==> src/rtca_pkg.sv <==
package rtca_pkg;
   // ------------------------------------------------------------
   // register map (byte addresses, one word per register)
   // ------------------------------------------------------------
   localparam logic [7:0] ADDR_CONTROL = 8'h00; // rtc_control image
   localparam logic [7:0] ADDR_TOD_ALARM_LOW = 8'h04; // tod_alarm_low, 16 bits
   localparam logic [7:0] ADDR_TOD_ALARM_HIGH = 8'h08; // tod_alarm_high, low 4 bits used
   localparam logic [7:0] ADDR_IRQ_STATUS = 8'h0C; // sticky events, read only
   localparam logic [7:0] ADDR_IRQ_ENABLE = 8'h10; // event enables
   localparam logic [7:0] ADDR_IRQ_CLEAR = 8'h14; // write one to clear
   localparam logic [31:0] UNMAPPED_READ = 32'h0000_0000; // answer to an unused address

   // ------------------------------------------------------------
   // rtc_control field positions
   // ------------------------------------------------------------
   localparam int BIT_TOD_IRQ_EN = 1;
   localparam int BIT_SUBSEC_IRQ_EN = 2;
   localparam int BIT_TOD_FLAG = 6;
   localparam int BIT_SUBSEC_FLAG = 7;
   localparam int BIT_SQW_EN = 8;
   localparam int BIT_SQW_FREQ = 9;
   localparam int BIT_MODE_LO = 10;
   localparam int BIT_OSC_READY = 13;
   localparam int BIT_OSC_DISABLE = 14;
   localparam logic [15:0] CONTROL_RESET = 16'h0000; // control bits after reset

   // ------------------------------------------------------------
   // interrupt status layout
   // ------------------------------------------------------------
   localparam int EVT_TOD = 0; // tod alarm flag rose
   localparam int EVT_SUBSEC = 1; // subsecond alarm flag rose
   localparam int EVT_OSC_READY = 2; // oscillator became ready
   localparam int EVT_COUNT = 3;

   // ------------------------------------------------------------
   // oscillator mode codes and timing
   // ------------------------------------------------------------
   typedef enum logic [1:0] {
      MODE_NOISE_IMMUNE = 2'b00,
      MODE_QUIET = 2'b01,
      MODE_QUIET_STOP_WAIT = 2'b10,
      MODE_QUIET_STOP_RUN = 2'b11
   } rtca_mode_e;

   typedef enum logic [1:0] {
      OSC_READY = 2'b11,
      OSC_STOPPED = 2'b00,
      OSC_WARMING = 2'b01
   } rtca_osc_e;

   localparam int WARMUP_MS = 250; // crystal warm-up time
   localparam int CLK_MHZ = 100;
   localparam longint WARMUP_CYCLES_L = longint'(WARMUP_MS) * 1000 * CLK_MHZ;
   localparam logic [31:0] WARMUP_CYCLES = WARMUP_CYCLES_L[31:0];

   // ------------------------------------------------------------
   // carriers
   // ------------------------------------------------------------
   typedef struct packed {
      logic [31:0] seconds; // second counter value
      logic subsec_reload; // subsecond timer reloaded, one pulse
   } rtca_count_s;

   typedef struct packed {
      logic osc_quiet; // drive oscillator quiet
      logic cpu_hold; // hold cpu after stop exit
   } rtca_osc_ctl_s;
endpackage : rtca_pkg

==> src/rtca_osc_mode.sv <==
`timescale 1ns/1ps
module rtca_osc_mode #(
   parameter logic [31:0] WARMUP = rtca_pkg::WARMUP_CYCLES
) (
   input wire logic i_ref_clk,
   input wire logic i_sys_rst,
   input wire logic [1:0] i_mode,
   input wire logic i_osc_disable,
   input wire logic i_stop_mode,
   output rtca_pkg::rtca_osc_ctl_s o_ctl,
   output logic o_ready
);
   import rtca_pkg::*;

   // ------------------------------------------------------------
   // warm-up sequencer
   // ------------------------------------------------------------
   rtca_osc_e state_q;
   logic [31:0] cnt_q;
   logic [1:0] mode_q; // previous mode, for change detect
   logic stop_q; // previous stop level
   logic quiet_now; // oscillator currently in quiet mode
   logic need_warm; // a mode change that needs warm-up

   // quiet per mode: 01 always, 10/11 only inside stop
   always_comb begin
      case (rtca_mode_e'(i_mode))
         MODE_NOISE_IMMUNE: quiet_now = 1'b0;
         MODE_QUIET: quiet_now = 1'b1;
         default: quiet_now = i_stop_mode;
      endcase
   end

   // leaving quiet into noise-immune needs a warm-up
   assign need_warm = (mode_q != i_mode) && !quiet_now && !i_osc_disable;

   // history registers
   always_ff @(posedge i_ref_clk) begin
      if (i_sys_rst) begin
         mode_q <= 2'b00;
         stop_q <= 1'b0;
      end else begin
         mode_q <= i_mode;
         stop_q <= i_stop_mode;
      end
   end

   // state and warm-up counter
   always_ff @(posedge i_ref_clk) begin
      if (i_sys_rst) begin
         state_q <= OSC_WARMING;
         cnt_q <= 32'h0000_0000;
      end else if (i_osc_disable) begin
         state_q <= OSC_STOPPED; // no 32k source at all
         cnt_q <= 32'h0000_0000;
      end else begin
         case (state_q)
            OSC_STOPPED: begin
               state_q <= OSC_WARMING;
               cnt_q <= 32'h0000_0000;
            end
            OSC_WARMING: begin
               if (need_warm || (stop_q && !i_stop_mode && !quiet_now)) begin
                  cnt_q <= 32'h0000_0000; // restart on a fresh change
               end else if (cnt_q >= WARMUP - 32'd1) begin
                  state_q <= OSC_READY;
               end else begin
                  cnt_q <= cnt_q + 32'd1;
               end
            end
            default: begin
               // stop exit back to noise immune also warms up
               if (need_warm || (stop_q && !i_stop_mode && i_mode[1])) begin
                  state_q <= OSC_WARMING;
                  cnt_q <= 32'h0000_0000;
               end
            end
         endcase
      end
   end

   assign o_ready = (state_q == OSC_READY) && !need_warm;
   assign o_ctl.osc_quiet = quiet_now;
   // code 10 holds the cpu through warm-up; code 11 lets it run
   assign o_ctl.cpu_hold = (i_mode == MODE_QUIET_STOP_WAIT) && !i_stop_mode
      && (state_q != OSC_READY);
endmodule : rtca_osc_mode

==> src/rtca_top.sv <==
`timescale 1ns/1ps
// Functional notes
// seconds equal 20-bit alarm sets tod flag
// tod irq needs enable and system permit
// alarm flags stay set until software clears
// unmasked tod alarm wakes from stop
// subsecond reload sets subsecond flag
// subsec irq needs enable and system permit
// unmasked subsecond alarm wakes from stop
// enable routes selected tap, else undriven; when off, the pin carries i_tdo and its enable follows i_tdo_en
// square wave beats debug output on pin
// freq select 1 is 512Hz, 0 is 1Hz
// mode 00 noise-immune, 01 quiet always
// mode 10 quiet in stop, cpu waits
// mode 11 quiet in stop, cpu runs
// warm-up mode change clears ready bit
// enable bits gate each alarm interrupt
// ready set once oscillator warmed up
// one level wake request from both alarms
module rtca_top #(
   parameter logic [31:0] WARMUP_CYCLES_P = rtca_pkg::WARMUP_CYCLES
) (
   input wire logic i_ref_clk,
   input wire logic i_sys_rst,
   // avalon-mm slave
   input wire logic [7:0] i_avs_address,
   input wire logic i_avs_read,
   input wire logic i_avs_write,
   input wire logic [31:0] i_avs_writedata,
   input wire logic [3:0] i_avs_byteenable,
   output logic [31:0] o_avs_readdata,
   output logic o_avs_waitrequest,
   // neighbouring rtc logic, same clock
   input wire rtca_pkg::rtca_count_s i_count,
   input wire logic i_tap_1hz,
   input wire logic i_tap_512hz,
   input wire logic i_sys_irq_allow,
   input wire logic i_stop_mode,
   // shared port pin
   input wire logic i_tdo_en,
   input wire logic i_tdo,
   output logic o_square_wave_pin,
   output logic o_square_wave_pin_oe,
   // cpu and power manager
   output logic o_alarm_irq,
   output logic o_wake_req,
   output logic o_osc_quiet,
   output logic o_cpu_hold,
   output logic o_irq
);
   import rtca_pkg::*;

   // ------------------------------------------------------------
   // state
   // ------------------------------------------------------------
   logic tod_alarm_flag_q; // sticky tod alarm
   logic subsec_alarm_flag_q; // sticky subsecond alarm
   logic tod_alarm_irq_en_q;
   logic subsec_alarm_irq_en_q;
   logic square_wave_out_en_q;
   logic square_wave_freq_sel_q;
   logic [1:0] osc_mode_field_q;
   logic slow_osc_input_disable_q;
   logic [15:0] tod_alarm_low_q;
   logic [3:0] tod_alarm_high_q;

   logic [EVT_COUNT-1:0] irq_status_q;
   logic [EVT_COUNT-1:0] irq_enable_q;

   logic ack_q; // one-cycle wait before answer
   logic [31:0] readdata_q;
   logic ready_q; // registered ready for edge detect
   logic match_q; // previous match, so a long match sets once

   logic osc_ready; // from the sequencer
   rtca_osc_ctl_s osc_ctl;

   logic [15:0] control_img; // rtc_control as read
   logic [19:0] alarm_value;
   logic tod_match;
   logic wr_ctl;
   logic wr_en_lo; // low byte lane of the word
   logic wr_en_hi; // second byte lane
   logic [EVT_COUNT-1:0] events;

   // ------------------------------------------------------------
   // bus decode
   // ------------------------------------------------------------
   // true when the access targets the given register
   function automatic logic hit(input logic [7:0] addr, input logic [7:0] reg_addr);
      hit = (addr == reg_addr);
   endfunction : hit

   // access is accepted one cycle after it appears
   assign o_avs_waitrequest = (i_avs_read || i_avs_write) && !ack_q;
   assign wr_ctl = i_avs_write && ack_q && hit(i_avs_address, ADDR_CONTROL);
   assign wr_en_lo = i_avs_byteenable[0];
   assign wr_en_hi = i_avs_byteenable[1];

   // handshake register
   always_ff @(posedge i_ref_clk) begin
      if (i_sys_rst) begin
         ack_q <= 1'b0;
      end else begin
         ack_q <= (i_avs_read || i_avs_write) && !ack_q;
      end
   end

   // ------------------------------------------------------------
   // control and alarm registers
   // ------------------------------------------------------------
   // software-written control bits
   always_ff @(posedge i_ref_clk) begin
      if (i_sys_rst) begin
         tod_alarm_irq_en_q <= CONTROL_RESET[BIT_TOD_IRQ_EN];
         subsec_alarm_irq_en_q <= CONTROL_RESET[BIT_SUBSEC_IRQ_EN];
         square_wave_out_en_q <= CONTROL_RESET[BIT_SQW_EN];
         square_wave_freq_sel_q <= CONTROL_RESET[BIT_SQW_FREQ];
         osc_mode_field_q <= CONTROL_RESET[BIT_MODE_LO +: 2];
         slow_osc_input_disable_q <= CONTROL_RESET[BIT_OSC_DISABLE];
      end else if (wr_ctl) begin
         if (wr_en_lo) begin
            tod_alarm_irq_en_q <= i_avs_writedata[BIT_TOD_IRQ_EN];
            subsec_alarm_irq_en_q <= i_avs_writedata[BIT_SUBSEC_IRQ_EN];
         end
         if (wr_en_hi) begin
            square_wave_out_en_q <= i_avs_writedata[BIT_SQW_EN];
            square_wave_freq_sel_q <= i_avs_writedata[BIT_SQW_FREQ];
            osc_mode_field_q <= i_avs_writedata[BIT_MODE_LO +: 2];
            slow_osc_input_disable_q <= i_avs_writedata[BIT_OSC_DISABLE];
         end
      end
   end

   // 20-bit time-of-day alarm value
   always_ff @(posedge i_ref_clk) begin
      if (i_sys_rst) begin
         tod_alarm_low_q <= 16'h0000;
         tod_alarm_high_q <= 4'h0;
      end else if (i_avs_write && ack_q) begin
         if (hit(i_avs_address, ADDR_TOD_ALARM_LOW)) begin
            if (wr_en_lo) tod_alarm_low_q[7:0] <= i_avs_writedata[7:0];
            if (wr_en_hi) tod_alarm_low_q[15:8] <= i_avs_writedata[15:8];
         end else if (hit(i_avs_address, ADDR_TOD_ALARM_HIGH) && wr_en_lo) begin
            tod_alarm_high_q <= i_avs_writedata[3:0];
         end
      end
   end

   // ------------------------------------------------------------
   // alarm flags
   // ------------------------------------------------------------
   assign alarm_value = {tod_alarm_high_q, tod_alarm_low_q};
   // only the low 20 bits of the seconds counter take part
   assign tod_match = (i_count.seconds[19:0] == alarm_value);

   // match history
   always_ff @(posedge i_ref_clk) begin
      if (i_sys_rst) begin
         match_q <= 1'b0;
      end else begin
         match_q <= tod_match;
      end
   end

   // flags: hardware sets, only software writing zero clears; set wins
   always_ff @(posedge i_ref_clk) begin
      if (i_sys_rst) begin
         tod_alarm_flag_q <= 1'b0;
         subsec_alarm_flag_q <= 1'b0;
      end else begin
         if (tod_match && !match_q) begin
            tod_alarm_flag_q <= 1'b1;
         end else if (wr_ctl && wr_en_lo && !i_avs_writedata[BIT_TOD_FLAG]) begin
            tod_alarm_flag_q <= 1'b0;
         end
         if (i_count.subsec_reload) begin
            subsec_alarm_flag_q <= 1'b1;
         end else if (wr_ctl && wr_en_lo && !i_avs_writedata[BIT_SUBSEC_FLAG]) begin
            subsec_alarm_flag_q <= 1'b0;
         end
      end
   end

   // level requests, gated by enables; the alarm irq also by system permit
   assign o_alarm_irq = i_sys_irq_allow && ((tod_alarm_flag_q && tod_alarm_irq_en_q)
      || (subsec_alarm_flag_q && subsec_alarm_irq_en_q));
   // wake ignores the system permit: stop exit needs only the local mask
   assign o_wake_req = (tod_alarm_flag_q && tod_alarm_irq_en_q)
      || (subsec_alarm_flag_q && subsec_alarm_irq_en_q);

   // ------------------------------------------------------------
   // square wave pin
   // ------------------------------------------------------------
   // registered so the pin carries no decode glitches
   always_ff @(posedge i_ref_clk) begin
      if (i_sys_rst) begin
         o_square_wave_pin <= 1'b0;
         o_square_wave_pin_oe <= 1'b0;
      end else if (square_wave_out_en_q) begin
         o_square_wave_pin <= square_wave_freq_sel_q ? i_tap_512hz : i_tap_1hz;
         o_square_wave_pin_oe <= 1'b1;
      end else begin
         o_square_wave_pin <= i_tdo; // debug output only when square wave is off
         o_square_wave_pin_oe <= i_tdo_en;
      end
   end

   // ------------------------------------------------------------
   // oscillator mode sequencer
   // ------------------------------------------------------------
   rtca_osc_mode #(
      .WARMUP(WARMUP_CYCLES_P)
   ) u_osc (
      .i_ref_clk(i_ref_clk),
      .i_sys_rst(i_sys_rst),
      .i_mode(osc_mode_field_q),
      .i_osc_disable(slow_osc_input_disable_q),
      .i_stop_mode(i_stop_mode),
      .o_ctl(osc_ctl),
      .o_ready(osc_ready)
   );
   assign o_osc_quiet = osc_ctl.osc_quiet;
   assign o_cpu_hold = osc_ctl.cpu_hold;

   // ------------------------------------------------------------
   // interrupt status, enable and clear
   // ------------------------------------------------------------
   // ready history
   always_ff @(posedge i_ref_clk) begin
      if (i_sys_rst) begin
         ready_q <= 1'b0;
      end else begin
         ready_q <= osc_ready;
      end
   end

   assign events[EVT_TOD] = tod_match && !match_q;
   assign events[EVT_SUBSEC] = i_count.subsec_reload;
   assign events[EVT_OSC_READY] = osc_ready && !ready_q;

   // sticky status; a new event beats a simultaneous clear
   always_ff @(posedge i_ref_clk) begin
      if (i_sys_rst) begin
         irq_status_q <= '0;
         irq_enable_q <= '0;
      end else begin
         for (int i = 0; i < EVT_COUNT; i++) begin
            if (events[i]) begin
               irq_status_q[i] <= 1'b1;
            end else if (i_avs_write && ack_q && hit(i_avs_address, ADDR_IRQ_CLEAR)
                         && wr_en_lo && i_avs_writedata[i]) begin
               irq_status_q[i] <= 1'b0;
            end
         end
         if (i_avs_write && ack_q && hit(i_avs_address, ADDR_IRQ_ENABLE) && wr_en_lo) begin
            irq_enable_q <= i_avs_writedata[EVT_COUNT-1:0];
         end
      end
   end

   assign o_irq = |(irq_status_q & irq_enable_q);

   // ------------------------------------------------------------
   // read path
   // ------------------------------------------------------------
   always_comb begin
      control_img = 16'h0000;
      control_img[BIT_TOD_IRQ_EN] = tod_alarm_irq_en_q;
      control_img[BIT_SUBSEC_IRQ_EN] = subsec_alarm_irq_en_q;
      control_img[BIT_TOD_FLAG] = tod_alarm_flag_q;
      control_img[BIT_SUBSEC_FLAG] = subsec_alarm_flag_q;
      control_img[BIT_SQW_EN] = square_wave_out_en_q;
      control_img[BIT_SQW_FREQ] = square_wave_freq_sel_q;
      control_img[BIT_MODE_LO +: 2] = osc_mode_field_q;
      control_img[BIT_OSC_READY] = osc_ready;
      control_img[BIT_OSC_DISABLE] = slow_osc_input_disable_q;
   end

   // data captured on the wait-state edge, one edge before the accepting edge
   always_ff @(posedge i_ref_clk) begin
      if (i_sys_rst) begin
         readdata_q <= 32'h0000_0000;
      end else if (i_avs_read && !ack_q) begin
         if (hit(i_avs_address, ADDR_CONTROL)) begin
            readdata_q <= {16'h0000, control_img};
         end else if (hit(i_avs_address, ADDR_TOD_ALARM_LOW)) begin
            readdata_q <= {16'h0000, tod_alarm_low_q};
         end else if (hit(i_avs_address, ADDR_TOD_ALARM_HIGH)) begin
            readdata_q <= {28'h0000000, tod_alarm_high_q};
         end else if (hit(i_avs_address, ADDR_IRQ_STATUS)) begin
            readdata_q <= {29'h00000000, irq_status_q};
         end else if (hit(i_avs_address, ADDR_IRQ_ENABLE)) begin
            readdata_q <= {29'h00000000, irq_enable_q};
         end else begin
            readdata_q <= UNMAPPED_READ; // clear register and holes read zero
         end
      end
   end

   assign o_avs_readdata = readdata_q;
endmodule : rtca_top

==> config.mk <==
export PLATFORM = sky130hd
export DESIGN_NAME = rtca_top
export DESIGN_NICKNAME = d
export VERILOG_FILES = /design/src/rtca_pkg.sv /design/src/rtca_osc_mode.sv /design/src/rtca_top.sv
export SDC_FILE = /design/constraint.sdc
export NUM_CORES = 1
export LEC_CHECK = 0
export BUFFER_PORTS_ARGS = -buffer_cell sky130_fd_sc_hd__buf_2
export CORE_MARGIN = 2
export CORE_UTILIZATION = 40
export CTS_CLUSTER_DIAMETER = 50
export DETAILED_ROUTE_END_ITERATION = 7
export HOLD_SLACK_MARGIN = 0.12
export MAX_ROUTING_LAYER = met4
export PLACE_DENSITY = 0.68
export SKIP_LAST_GASP = 1
export SLEW_MARGIN = 25
export SYNTH_ARGS = -nofsm -noshare
export SYNTH_HDL_FRONTEND = slang
export SYNTH_SLANG_ARGS = --single-unit
==> constraint.sdc <==
create_clock -name i_ref_clk -period 2.6 [get_ports i_ref_clk]
set_input_delay 0.26 -clock i_ref_clk [delete_from_list [all_inputs] [get_ports i_ref_clk]]
set_output_delay 0.26 -clock i_ref_clk [all_outputs]
set_load 0.1 [all_outputs]
=== Yosys cells after proc, flatten, opt, wreduce, memory -nomap -nowiden ===
Index checks and enable logic that the tools add are counted.

* Register bits: 109
* Bits of input ports: 87
* Output and inout bits: 40

* Add/subtract/negate cells: 1
* Magnitude comparators: 1
* Equal/unequal tests: 17
* Mux-type cells: 28
* Bitwise logic cells: 2
* Reductions and logical operators: 61

{| class="wikitable"
|+ Operator list
! cell !! count
|-
| $mux W32 || 3
|-
| $pmux W32 S2 || 1
|-
| $add A32 B1 Y32 const B || 1
|-
| $ge A32 B25 Y1 const B || 1
|-
| $mux W16 || 2
|-
| $logic_and A1 B1 Y1 || 28
|-
| $eq A20 B20 Y1 || 1
|-
| $eq A8 B4 Y1 const B || 2
|-
| $eq A8 B5 Y1 const B || 2
|-
| $reduce_and A3 Y1 || 5
|-
| $mux W1 || 14
|-
| $reduce_bool A2 Y1 || 5
|-
| $logic_not A1 Y1 || 9
|-
| $eq A8 B3 Y1 const B || 1
|-
| $logic_not A8 Y1 || 1
|-
| $mux W2 || 3
|-
| $mux W3 || 2
|-
| $ne A3 B2 Y1 const B || 2
|-
| $reduce_and A2 Y1 || 3
|-
| $eq A2 B1 Y1 const B || 2
|-
| $eq A2 B2 Y1 const B || 2
|-
| $logic_not A2 Y1 || 2
|-
| $logic_or A1 B1 Y1 || 4
|-
| $mux W4 || 1
|-
| 12 further kinds || 13
|}

=== Longest topological paths before layout ===
* Depth in word-level cells: 9
* Depth in mapped cells: 8
* Depth with buffers taken out: 6

=== By module ===
A second synthesis with hierarchy kept.

* Cell total of the unflattened synthesis: 529
* Area, all modules: 4648.2 um^2

{| class="wikitable"
|+ By module, submodules not included
! module !! times used !! cells each !! area each (um^2) !! sequential area each (um^2)
|-
| rtca_top || 1 || 295 || 2676.3 || 1121.1
|-
| rtca_osc_mode || 1 || 234 || 1971.9 || 740.7
|}

=== Worst setup path after synthesis ===
Ideal clock, no wire load.

* Path type: reg-to-output
* Start point: reg osc_mode_field_q[1]
* End point: out o_cpu_hold
* Data arrival time: 2.756 ns
* Required time: 2.340 ns
* Setup slack: -0.416 ns
* Stages on the path, launching flop included: 3
* Path through: dfxtp_1 nand2b_1 a211oi_1

* Word-level cells in the longest chain between the ends: 3

{| class="wikitable"
|+ RTL lines
! what !! line !! RTL
|-
| start, declared || rtca_top.sv:62 || <nowiki>logic [1:0] osc_mode_field_q;</nowiki>
|-
| start signal, assigned || rtca_top.sv:119 || <nowiki>osc_mode_field_q <= CONTROL_RESET[BIT_MODE_LO +: 2];</nowiki>
|-
| start signal, assigned || rtca_top.sv:129 || <nowiki>osc_mode_field_q <= i_avs_writedata[BIT_MODE_LO +: 2];</nowiki>
|-
| $eq A2 B2 Y1 || rtca_osc_mode.sv:85 || <nowiki>assign o_ctl.cpu_hold = (i_mode == MODE_QUIET_STOP_WAIT) && !i_stop_mode</nowiki>
|-
| $logic_and A1 B1 Y1 || rtca_osc_mode.sv:85 ||
|-
| $logic_and A1 B1 Y1 || rtca_osc_mode.sv:86 || <nowiki>&& (state_q != OSC_READY);</nowiki>
|-
| end, declared || rtca_top.sv:48 || <nowiki>output logic o_cpu_hold,</nowiki>
|}

Every way passes these cells.

=== Final worst setup path ===
* Start point: reg u_osc.cnt_q[0]
* End point: reg u_osc.cnt_q[7]

* Word-level cells in the longest chain between the ends: 4
* Elaborated cells on any way between the ends: 7

{| class="wikitable"
|+ RTL lines
! what !! line !! RTL
|-
| start, declared || rtca_osc_mode.sv:19 || <nowiki>logic [31:0] cnt_q;</nowiki>
|-
| start signal, assigned || rtca_osc_mode.sv:68 || <nowiki>cnt_q <= cnt_q + 32'd1;</nowiki>
|-
| $add A32 B1 Y32 || rtca_osc_mode.sv:68 ||
|-
| $mux W32 || rtca_osc_mode.sv:65 || <nowiki>end else if (cnt_q >= WARMUP - 32'd1) begin</nowiki>
|-
| $mux W32 || rtca_osc_mode.sv:63 || <nowiki>if (need_warm || (stop_q && !i_stop_mode && !quiet_now)) begin</nowiki>
|-
| $pmux W32 S2 || rtca_osc_mode.sv:57 || <nowiki>case (state_q)</nowiki>
|}

Parallel ways exist; a longest one is shown, timed or not. The select of a mux whose other input is x is not followed.
A chain may end at the register's enable or synchronous reset.

==> metrics.md <==
| Metric | Value |
|---|---|
| Root buf cell | `clkbuf_16` |
| Setup-failing EPs final | `0` |
| Worst-Skew Late Latency | `0.34 ns` |
| Vias | `4366` |
| Period utilization | `88.99%` |
| Slew HR | `45.76%` |
| Antenna cells | `0` |
| HPWL Detailed | `8916 um` |
| Setup Fix Bufs, Post-CTS | `0` |
| Setup Skew | `0.007865 ns` |
| Post-DR wirelength/cell | `16.06 um` |
| Post-synth top area cell | `dfxtp_1` |
| GR Util All Layers | `20.15%` |
| Vias per cell | `5.692` |
| Hold wc startpoint | `i_tdo_en` |
| Worst r2r src | `u_osc.cnt_q[0]` |
| Crit path DAT | `2.53 ns` |
| Fill cell count | `1093` |
| Worst slew pin tran | `0.8135 ns` |
| Met1 usage in global routing | `26.68%` |
| Initial DRC Count | `334` |
| Hold slack | `0.1418 ns` |
| Via count of the first global-routing pass | `4093` |
| Layout area overhead | `17.62%` |
| Top cells by area, synth | `dfxtp_1, mux2i_1, nor2_1` |
| Number of remaining DRC errors | `0` |
| Met2 Track Usage GR | `31.54%` |
| Status | `completed` |
| Core ar. | `11320 um^2` |
| Grt peak-use layer | `met2` |
| Chip Width | `111.4 um` |
| Ys Warns | `0` |
| Die Area | `12420 um^2` |
| First-pass GRT wire length | `20070 um` |
| Hold Fails Final Rpt | `0` |
| Asr flop ratio synth | `0%` |
| Critical Path Start | `u_osc.cnt_q[0]` |
| Die Ht | `111.4 um` |
| Setup CP Type | `reg -> reg` |
| Crit path max-delay family | `simple AND/OR/NAND/NOR gates` |
| Slew Limit Fails | `0` |
| Synth top area share | `40.33%` |
| Hold Path Class | `in -> reg` |
| Post-synth EDFFs | `0` |
| Syn Area/Cell | `8.534 um^2` |
| #FFs+latches synth | `93` |
| GP Congestion | `0.9199` |
| Crit-path max FO | `12` |
| Ys flop type | `dfxtp_1` |
| Type of origin of the critical path | `flop` |
| Max-cap violations | `0` |
| Setup TNS | `0 ns` |
| Worst path max stage delay | `0.57 ns` |
| Pre-CTS WS | `0.1782 ns` |
| Largest net degree at the start of global routing | `62` |
| Antenna-violating nets left | `0` |
| Worst setup EP type | `flop` |
| Depth of the CTS H-tree | `3` |
| Worst-path cell chain | `ha_1, and4_1, a2111oi_2, or4_1, buf_4, a41oi_1, a31oi_1` |
| RSZ-0062 raised after global routing | `no` |
| Post-layout util | `47.97%` |
| CTS Buf Count | `9` |
| IO Port Bufs | `80` |
| Lkg Pwr | `2.149 nW` |
| Peak supply drop | `0.3143 mV` |
| Required @ worst endpoint | `2.81 ns` |
| Final worst setup slack | `0.2863 ns` |
| Clock Tree Buf Depth | `2` |
| Drt pass-1 iters | `5` |
| Mapped cell area | `4617 um^2` |
| Synth unique cells | `56` |
| Post-synthesis cell count | `541` |
| GRT met3 Usage | `2.177%` |
| Crit path buf inv count | `1` |
| Sequential fraction of the synthesis area | `40.33%` |
| Minimum clock period | `2.314 ns` |
| GRT overflow | `0` |
| Pwr dens | `578.9 nW/um^2` |
| # clock sinks | `93` |
| Crit path max-delay cell type | `or4_1` |
| Initial antenna violation count | `0` |
| Share of layout cells above drive strength 1 | `20.03%` |
| Reg clk slew, reported paths | `0.07 ns` |
| IO Count | `127` |
| Final net count | `707` |
| Power, Total | `0.003144 W` |
| Initial core utilization | `40.78%` |
| # rows | `39` |
| TritonCTS clock tree | `built` |
| Final WL | `12320 um` |
| Highest Clock Rate | `432.2 MHz` |
## worst register-to-register path, cell delays in order, from the launching register on
cell,delay [ns]
dfxtp_1,0.41
ha_1,0.25
and4_1,0.34
a2111oi_2,0.13
or4_1,0.57
buf_4,0.22
a41oi_1,0.22
a31oi_1,0.06
## timing repair
| action | CTS | global route |
|---|---|---|
| setup endpoints to repair | 0 | 17 |
| hold buffers | 0 | 0 |
| resized for setup | 0 | 1 |
## path summary, 6_finish.rpt
check                                            end  depth (start not counted)  slack (ns)
worst max-delay path                  u_osc.cnt_q[7]                          7        0.29
worst min-delay path            o_square_wave_pin_oe                          3        0.14
worst max register to register        u_osc.cnt_q[7]                          7        0.29
worst min register to register       u_osc.cnt_q[26]                          2        0.43
## routing by layer
layer	wire, um	up-vias
met2	5748	177
met1	5616	2043
met4	244	0
li1	-	2122
met5	0	-
met3	708	24
## metrics by stage
stage                     cell area [um^2]  std cells
after floorplan                       4678        556
after global placement                5145        751
after detailed placement              5145        751
after CTS                             5424        767
after global routing                  5430        767
final                                 5430        767
## synth_stat cells (4+ instances only)
cell,n
and3_1,10
xor2_1,8
a21oi_1,26
nand3_1,27
clkbuf_1,21
and4_1,6
a31oi_1,18
nor4_1,11
inv_1,21
a221oi_1,9
nand2_1,28
dfxtp_1,93
nand4b_1,4
a41oi_1,17
buf_2,7
o22ai_1,4
o2111ai_1,5
nor2b_1,5
nand2b_1,12
a211oi_1,6
o21ai_0,14
mux2i_1,26
nand4_1,17
and2_1,6
nor3_1,17
nor2_1,55
buf_4,16
xnor2_1,13
## sequential cells by signal, indices dropped and copies added (netlist names), 2 cells and up
| register | count |
|---|---|
| irq_enable_q | 3 |
| irq_status_q | 3 |
| o_avs_readdata | 16 |
| osc_mode_field_q | 2 |
| tod_alarm_high_q | 4 |
| tod_alarm_low_q | 16 |
| u_osc.cnt_q | 32 |
| u_osc.mode_q | 2 |
| u_osc.state_q | 2 |
## power by group
| part | internal, W | switching, W | total, W |
|---|---|---|---|
| Combinational | 0.0000990 | 0.000325 | 0.000424 |
| Clock | 0.000674 | 0.000550 | 0.00122 |
| Sequential | 0.00146 | 0.0000385 | 0.00150 |
## placed cells by master, fill, tap and decap left out, drive strengths merged, types with 3 or more instances in the layout
cell	instances
buf	98
dfxtp	93
nor2	56
nand2	28
nand3	27
a21oi	26
mux2i	26
inv	21
nor3	19
a31oi	18
a41oi	17
nand4	17
conb	16
o21ai	14
xnor2	13
nand2b	12
nor4	11
clkbuf	11
and3	10
a221oi	9
xor2	8
and2	7
and4	6
a211oi	6
o2111ai	5
nor2b	5
nand4b	4
o22ai	4
or4	4
a2111oi	4
or3	3
clkinvlp	3
## kinds of logic after synthesis
logic type | Yosys count | share of synthesized area (%)
AND/OR/NAND/NOR | 213 | 24.39
AO/OA/AOI/OAI | 117 | 17.72
flip-flops | 93 | 40.33
buffers and inverters | 67 | 7.100
multiplexers | 28 | 6.125
XOR/XNOR | 21 | 3.984
adder cells (fa/ha/maj) | 1 | 0.2710
other | 1 | 0.08122
## area by class of cell
type | instances | area, um^2 | area share (%)
Clock buffer | 11 | 242.7 | 4.470
Clock inverter | 5 | 36.28 | 0.6682
Inverter | 21 | 78.83 | 1.452
Multi-Input combinational cell | 396 | 2496 | 45.97
Sequential cell | 93 | 1862 | 34.29
Tap cell | 143 | 178.9 | 3.295
Timing Repair Buffer | 98 | 535.5 | 9.862
(Power assumes the default switching activity.)
